### src/verilog/ppm_cfg.svh
`ifndef PPM_CFG_SVH
`define PPM_CFG_SVH

`define PPM_OFF_MODE      8'h00
`define PPM_OFF_TIMER     8'h04
`define PPM_OFF_START     8'h08
`define PPM_OFF_STATUS    8'h0C

`define PPM_MODE_WIDTH_BIT   3
`define PPM_MODE_SRC_LO      6
`define PPM_MODE_SRC_HI      7
`define PPM_MODE_OP_VAL      2'h2

`define PPM_START_BIT        0
`define PPM_STAT_IRQ_BIT     0
`define PPM_STAT_OVF_BIT     1
`define PPM_STAT_VALID_BIT   2
`define PPM_STAT_LEVEL_BIT   3

`define PPM_CNT_RST          16'h0000
`define PPM_CNT_MAX          16'hFFFF
`define PPM_DIV8_LAST        3'h7
`define PPM_DIV32_LAST       5'h1F

`endif

### src/verilog/ppm_pkg.sv
package ppm_pkg;

	typedef enum logic [1:0] {
		PPM_SRC_DIV1,
		PPM_SRC_DIV8,
		PPM_SRC_DIV32,
		PPM_SRC_SUB32
	} ppm_src_t;

	typedef enum logic [1:0] {
		PPM_PH_STOPPED,
		PPM_PH_FIRST,
		PPM_PH_SECOND,
		PPM_PH_VALID
	} ppm_phase_t;

	typedef struct packed {
		logic [4:0] main_cnt;
		logic [4:0] sub_cnt;
		logic       sub_sync1;
		logic       sub_sync2;
		logic       sub_last;
		logic       sub_tick;
	} ppm_pre_state_t;

	typedef struct packed {
		logic [15:0] counter;
		logic [15:0] reload;
		logic [31:0] prdata;
		ppm_src_t    src;
		logic        width_sel;
		logic        start;
		logic        ovf;
		logic        irq;
		ppm_phase_t  phase;
		logic        pin_sync1;
		logic        pin_sync2;
		logic        level;
	} ppm_state_t;

endpackage : ppm_pkg

### src/verilog/ppm_prescale.sv
`timescale 1ns/1ps
`include "ppm_cfg.svh"

module ppm_prescale (
	input  wire logic clock,
	input  wire logic rst_n,
	input  wire logic sub_clk,
	output logic      clk_div1,
	output logic      clk_div8,
	output logic      clk_div32,
	output logic      subclk_div32
);

	ppm_pkg::ppm_pre_state_t st_reg;
	ppm_pkg::ppm_pre_state_t st_next;

	always_comb begin
		st_next           = st_reg;
		st_next.main_cnt  = st_reg.main_cnt + 5'h01;
		st_next.sub_sync1 = sub_clk;
		st_next.sub_sync2 = st_reg.sub_sync1;
		st_next.sub_last  = st_reg.sub_sync2;
		st_next.sub_tick  = 1'b0;
		// sub clock is far slower than clock, so edge counting is enough
		if (st_reg.sub_sync2 && !st_reg.sub_last) begin
			st_next.sub_cnt = st_reg.sub_cnt + 5'h01;
			if (st_reg.sub_cnt == `PPM_DIV32_LAST) begin
				st_next.sub_tick = 1'b1;
			end
		end
	end

	always_ff @(posedge clock or negedge rst_n) begin
		if (!rst_n) begin
			st_reg <= '0;
		end else begin
			st_reg <= st_next;
		end
	end

	assign clk_div1     = 1'b1;
	assign clk_div8     = (st_reg.main_cnt[2:0] == `PPM_DIV8_LAST);
	assign clk_div32    = (st_reg.main_cnt == `PPM_DIV32_LAST);
	assign subclk_div32 = st_reg.sub_tick;

endmodule : ppm_prescale

### src/verilog/ppm_timer.sv
// The address map and the APB slave port were decided locally.
`timescale 1ns/1ps
`include "ppm_cfg.svh"

// Notes on behaviour
// - while measuring, the counter adds one on every tick of the chosen count clock.
// - each effective edge copies the counter into the reload register, zeroes the counter and counting goes on.
// - counting begins when software sets the count start flag.
// - counting halts when software clears the count start flag.
// - each effective edge raises the interrupt request, except as below.
// - the first effective edge after counting starts raises no interrupt request.
// - a counter overflow raises the interrupt request and sets the overflow flag in the same cycle.
// - any write to the mode register while the start flag is set clears the overflow flag.
// - reading the timer register returns the reload register, not the live counter.
// - the timer value is not valid until the second effective edge after start has been captured.
// - writes to the timer register change neither counter nor reload register.
// - in period measurement the interval between successive falling edges is captured.
// - the pending interrupt request is cleared on acceptance by the controller or by software.
// - mode bits 7:6 pick the count clock: undivided, divide by 8, divide by 32, sub clock divide by 32.

module ppm_timer (
	input  wire logic        clock,
	input  wire logic        rst_n,
	input  wire logic        psel,
	input  wire logic        penable,
	input  wire logic        pwrite,
	input  wire logic [7:0]  paddr,
	input  wire logic [31:0] pwdata,
	output logic [31:0]      prdata,
	output logic             pready,
	output logic             pslverr,
	input  wire logic        measure_pulse_pin,
	input  wire logic        sub_clk,
	input  wire logic        irq_ack,
	output logic             irq_req
);

	ppm_pkg::ppm_state_t st_reg;
	ppm_pkg::ppm_state_t st_next;

	logic clk_div1;
	logic clk_div8;
	logic clk_div32;
	logic subclk_div32;

	logic count_tick;
	logic mapped;
	logic wr_access;
	logic rd_setup;
	logic wr_mode;
	logic wr_timer;
	logic wr_start;
	logic wr_status;
	logic eff_edge;
	logic fall_edge;
	logic any_edge;

	ppm_prescale u_prescale (
		.clock        (clock),
		.rst_n        (rst_n),
		.sub_clk      (sub_clk),
		.clk_div1     (clk_div1),
		.clk_div8     (clk_div8),
		.clk_div32    (clk_div32),
		.subclk_div32 (subclk_div32)
	);

	// count source select
	always_comb begin
		unique case (st_reg.src)
			ppm_pkg::PPM_SRC_DIV1: begin
				count_tick = clk_div1;
			end
			ppm_pkg::PPM_SRC_DIV8: begin
				count_tick = clk_div8;
			end
			ppm_pkg::PPM_SRC_DIV32: begin
				count_tick = clk_div32;
			end
			ppm_pkg::PPM_SRC_SUB32: begin
				count_tick = subclk_div32;
			end
		endcase
	end

	// bus decode; the slave never inserts wait states
	always_comb begin
		mapped    = (paddr == `PPM_OFF_MODE)
		         || (paddr == `PPM_OFF_TIMER)
		         || (paddr == `PPM_OFF_START)
		         || (paddr == `PPM_OFF_STATUS);
		wr_access = psel && penable && pwrite && mapped;
		rd_setup  = psel && !penable && !pwrite;
		wr_mode   = wr_access && (paddr == `PPM_OFF_MODE);
		wr_timer  = wr_access && (paddr == `PPM_OFF_TIMER);
		wr_start  = wr_access && (paddr == `PPM_OFF_START);
		wr_status = wr_access && (paddr == `PPM_OFF_STATUS);
	end

	assign pready  = 1'b1;
	assign pslverr = psel && penable && !mapped;

	// edges are judged on the level held at the previous count tick
	always_comb begin
		fall_edge = st_reg.level && !st_reg.pin_sync2;
		any_edge  = st_reg.level != st_reg.pin_sync2;
		if (st_reg.width_sel) begin
			eff_edge = any_edge;
		end else begin
			eff_edge = fall_edge;
		end
	end

	always_comb begin
		st_next           = st_reg;

		// plain two-stage synchroniser on the pin
		st_next.pin_sync1 = measure_pulse_pin;
		st_next.pin_sync2 = st_reg.pin_sync1;

		// mode register write
		if (wr_mode) begin
			st_next.src       = ppm_pkg::ppm_src_t'(
				pwdata[`PPM_MODE_SRC_HI:`PPM_MODE_SRC_LO]);
			st_next.width_sel = pwdata[`PPM_MODE_WIDTH_BIT];
			if (st_reg.start) begin
				st_next.ovf = 1'b0;
			end
		end

		// timer writes are accepted on the bus but dropped
		if (wr_timer) begin
			st_next.reload  = st_reg.reload;
			st_next.counter = st_reg.counter;
		end

		// start flag
		if (wr_start) begin
			st_next.start = pwdata[`PPM_START_BIT];
			if (pwdata[`PPM_START_BIT] && !st_reg.start) begin
				// restart measurement; current synchronised pin level taken as reference
				st_next.phase   = ppm_pkg::PPM_PH_FIRST;
				st_next.counter = `PPM_CNT_RST;
				st_next.level   = st_reg.pin_sync2;
			end
			if (!pwdata[`PPM_START_BIT]) begin
				st_next.phase = ppm_pkg::PPM_PH_STOPPED;
			end
		end

		// request clears come first so a same-cycle set wins
		if (irq_ack) begin
			st_next.irq = 1'b0;
		end
		if (wr_status && pwdata[`PPM_STAT_IRQ_BIT]) begin
			st_next.irq = 1'b0;
		end

		// measurement on count ticks only
		if (st_reg.start && count_tick) begin
			st_next.level = st_reg.pin_sync2;
			if (eff_edge) begin
				st_next.reload  = st_reg.counter;
				st_next.counter = `PPM_CNT_RST;
				unique case (st_reg.phase)
					ppm_pkg::PPM_PH_FIRST: begin
						// first edge only opens the interval
						st_next.phase = ppm_pkg::PPM_PH_SECOND;
					end
					ppm_pkg::PPM_PH_SECOND: begin
						st_next.phase = ppm_pkg::PPM_PH_VALID;
						st_next.irq   = 1'b1;
					end
					ppm_pkg::PPM_PH_VALID: begin
						st_next.irq = 1'b1;
					end
					ppm_pkg::PPM_PH_STOPPED: begin
						st_next.irq = 1'b1;
					end
				endcase
			end else begin
				st_next.counter = st_reg.counter + 16'h0001;
				if (st_reg.counter == `PPM_CNT_MAX) begin
					// wraps to zero; result of this interval is lost
					st_next.ovf = 1'b1;
					st_next.irq = 1'b1;
				end
			end
		end

		// read data is fetched in the setup phase
		if (rd_setup) begin
			st_next.prdata = 32'h0000_0000;
			unique case (paddr)
				`PPM_OFF_MODE: begin
					st_next.prdata[1:0] = `PPM_MODE_OP_VAL;
					st_next.prdata[`PPM_MODE_WIDTH_BIT] = st_reg.width_sel;
					st_next.prdata[`PPM_MODE_SRC_HI:`PPM_MODE_SRC_LO] =
						st_reg.src;
				end
				`PPM_OFF_TIMER: begin
					st_next.prdata[15:0] = st_reg.reload;
				end
				`PPM_OFF_START: begin
					st_next.prdata[`PPM_START_BIT] = st_reg.start;
				end
				`PPM_OFF_STATUS: begin
					st_next.prdata[`PPM_STAT_IRQ_BIT]   = st_reg.irq;
					st_next.prdata[`PPM_STAT_OVF_BIT]   = st_reg.ovf;
					st_next.prdata[`PPM_STAT_VALID_BIT] =
						(st_reg.phase == ppm_pkg::PPM_PH_VALID);
					st_next.prdata[`PPM_STAT_LEVEL_BIT] = st_reg.level;
				end
				default: begin
					st_next.prdata = 32'h0000_0000;
				end
			endcase
		end
	end

	always_ff @(posedge clock or negedge rst_n) begin
		if (!rst_n) begin
			st_reg <= '0;
		end else begin
			st_reg <= st_next;
		end
	end

	assign prdata  = st_reg.prdata;
	assign irq_req = st_reg.irq;

endmodule : ppm_timer

### config.mk
export PLATFORM = sky130hd
export DESIGN_NAME = ppm_timer
export DESIGN_NICKNAME = d
export VERILOG_FILES = /design/src/verilog/ppm_pkg.sv /design/src/verilog/ppm_prescale.sv /design/src/verilog/ppm_timer.sv
export VERILOG_INCLUDE_DIRS = /design/src /design/src/verilog
export SDC_FILE = /design/constraint.sdc
export NUM_CORES = 1
export LEC_CHECK = 0
export ABC_CLOCK_PERIOD_IN_PS = 4300
export BUFFER_PORTS_ARGS = -buffer_cell sky130_fd_sc_hd__buf_4
export CAP_MARGIN = 20
export CORE_MARGIN = 2
export CORE_UTILIZATION = 40
export DETAILED_ROUTE_END_ITERATION = 8
export SYNTH_ARGS = -nofsm -noshare
export SYNTH_HDL_FRONTEND = slang
export SYNTH_SLANG_ARGS = --single-unit
export TNS_END_PERCENT = 20
### constraint.sdc
create_clock -name clock -period 4.3 [get_ports clock]
set_input_delay 0.215 -clock clock [delete_from_list [all_inputs] [get_ports clock]]
set_output_delay 0.215 -clock clock [all_outputs]
set_load 0.01 [all_outputs]
==> impl_metrics.env <==
export IMPL_status="complete, no violations"
export IMPL_period_share_pct=56.85
export IMPL_fmax_mhz=409.0
export IMPL_synth_xor_area_share_pct=1.245
export IMPL_finalHoldViolCount=0
export IMPL_root_buffer="clkbuf_8"
export IMPL_totalPowerFinal_mw=1.682
export IMPL_grt_pass1_wl_um=11010
export IMPL_drive_gt1_share_pct=21.92
export IMPL_multi_input_area_mm2=0.001394
export IMPL_fp_row_count=34
export IMPL_regToRegStartpoint="u_prescale.st_reg[9]"
export IMPL_drtIter0Drc=166
export IMPL_area_growth_synth_to_final_pct=11.31
export IMPL_nets=419
export IMPL_num_antenna_cells=0
export IMPL_start_kind="flop"
export IMPL_die_width_um=97.77
export IMPL_worst_slack_ps=1855
export IMPL_port_buffers=37
export IMPL_synth_seq_cells=73
export IMPL_clock_latency_ps=340
export IMPL_first_pass_iters=4
export IMPL_largest_reg_flops=41
export IMPL_post_place_ws_ps=1876
export IMPL_vdd_drop_max_v=0.0001450
export IMPL_setup_tns_ps=0
export IMPL_route_detailed_drc=0
export IMPL_start_util_pct=40.73
export IMPL_async_flop_share_pct=100.0
export IMPL_cts_max_level=3
export IMPL_grt_pass1_vias=2247
export IMPL_drt_wirelength_per_cell_um=13.49
export IMPL_final_setup_skew_ps=8.301
export IMPL_min_period_ps=2445
export IMPL_clockBufferDepth=2
export IMPL_yosysWarningCount=0
export IMPL_rrSetupSlack_ps=1860
export IMPL_numClockSinks=73
export IMPL_synth_edff_count=0
export IMPL_antenna_found_initial=0
export IMPL_viasPerCell=5.127
export IMPL_ys_seq_area_share_pct=51.94
export IMPL_synth_area_per_cell_um2=10.31
export IMPL_design_area_mm2=0.003915
export IMPL_hold_class="in2async"
export IMPL_cts_resized=0
export IMPL_mostFrequentLayoutCells="73 x dfrtp_1, 42 x nand2_1, 38 x buf_4, 33 x o21ai_0, 22 x mux2_2"
export IMPL_die_y_um=97.77
export IMPL_worst_pin_slew_ps=892.4
export IMPL_hold_worst_slack_ps=0.2218
export IMPL_p_leak_nw=1.835
export IMPL_netlist_instances=341
export IMPL_die_area_mm2=0.009559
export IMPL_setup_viol=0
export IMPL_fin_util_pct=45.33
export IMPL_synth_area_mux_share_pct=8.182
export IMPL_synth_ff_type="dfrtp_1"
export IMPL_gp_congestion=0.7810
export IMPL_dp_cells=456
export IMPL_synthDistinctLibCells=42
export IMPL_slew_violations=0
export IMPL_dr_total_vias=2425
export IMPL_layout_commonest_cell="dfrtp_1"
export IMPL_synth_compound_area_share_pct=10.28
export IMPL_syn_area_mm2=0.003517
export IMPL_rsz0062_at_grt="no"
export IMPL_dpl_cell_area_mm2=0.003686
export IMPL_ant_nets=0
export IMPL_critPathCaptureType="flop"
export IMPL_synthAdderAreaFrac_pct=3.557
export IMPL_path_clk_slew_ps=70
export IMPL_crit_type="reg2reg"
export IMPL_stdcell_count=473
export IMPL_r2r_end="irq_req"
export IMPL_cp_data_required_time_ps=4550
export IMPL_max_cap_viol_count=0
export IMPL_coreArea_mm2=0.008636
export IMPL_routed_wl_um=6379
export IMPL_grt_total_usage_pct=14.24
export IMPL_synth_simple_area_share_pct=14.55
export IMPL_worst_r2r_cell_count=9
export IMPL_cp_max_fo=14
export IMPL_relSlewSlack_pct=40.51
export IMPL_io_pin_count=83
export IMPL_dp_hpwl_um=4494
export IMPL_cts_tree="yes"
export IMPL_cts_buffers=9
export IMPL_p_per_area_mw_per_mm2=429.7
export IMPL_nFillCells=822
export IMPL_grt_max_degree=74
export IMPL_critPathArrivalTime_ps=2700
export IMPL_gr_total_overflow=0
export IMPL_synth_top_family_by_area="simple AND/OR/NAND/NOR gates"
export IMPL_seq_area_mm2=0.001827
==> final cells by class <==
type                       count  share of cell area [%]
clock buffer                  10                   3.260
clock inverter                 5                   2.077
inverter                      12                   1.151
multi-input combinational    225                   35.60
sequential                    73                   46.66
tap                          108                   3.452
timing repair buffer          40                   7.798
==> worst max path at each step <==
stage / start / cells after the start / endpoint / slack (ps)
floorplan: u_prescale.st_reg[9] / 8 / st_reg[43] / 2240
global placement: u_prescale.st_reg[9] / 9 / irq_req / 1890
detailed placement: u_prescale.st_reg[9] / 9 / irq_req / 1880
CTS: u_prescale.st_reg[9] / 9 / irq_req / 1850
global route: u_prescale.st_reg[9] / 9 / st_reg[72] / 1670
finish: u_prescale.st_reg[9] / 9 / irq_req / 1860
==> synthesized netlist by cell type, types with 2 or more instances <==
cell type,n,share of area [%]
clkbuf_1,4,0.43
nand3_1,16,2.3
conb_1,2,0.21
mux2i_1,4,1.1
xnor2_1,4,1.0
nor2_1,12,1.3
buf_4,33,7.0
mux2_2,22,7.0
a22oi_1,2,0.43
inv_1,12,1.3
nor3_1,2,0.28
o21ai_0,33,4.7
a32oi_1,2,0.50
buf_2,8,1.1
nor2b_1,4,0.71
a31oi_1,7,1.2
or3_1,6,1.1
nand4_1,9,1.6
a21oi_1,11,1.6
dfrtp_1,73,52
and3_1,4,0.71
nand2_1,42,4.5
ha_1,10,3.6
==> worst max-delay path, stage by stage, from the launching register on <==
cell and delay, ps:
dfrtp_1 380, ha_1 180, and3_1 160, ha_1 130, mux2i_1 60, a211o_1 410
nor2_1 440, buf_4 280, nand4_1 190, o211ai_1 140
==> layer usage <==
metal / wire length (µm) / track usage (%)
met3: 261 / 2.935
met1: 2896 / 18.39
met2: 3100 / 23.29
met4: 121 / 6.303
met5: 0 / 0
==> timing repair <==
action | 4_1_cts | 5_1_grt
hold buffers | 2 | 0
setup buffers | 0 | 0
endpoints found under the hold margin | 2 | 0
==> cell families (layout without fill, tap and decap cells) <==
family | Yosys count | count (layout)
AO/OA/AOI/OAI | 63 | 63
buffers and inverters | 58 | 67
adder cells (fa/ha/maj) | 10 | 10
AND/OR/NAND/NOR | 104 | 104
multiplexers | 26 | 26
flip-flops | 73 | 73
XOR/XNOR | 5 | 5
other | 2 | 17
==> power breakdown <==
part / internal, mW / switching [mW]
Sequential: 0.783 / 0.0956
Combinational: 0.108 / 0.129
Clock: 0.324 / 0.243
Power figures use the tool's default switching activity.
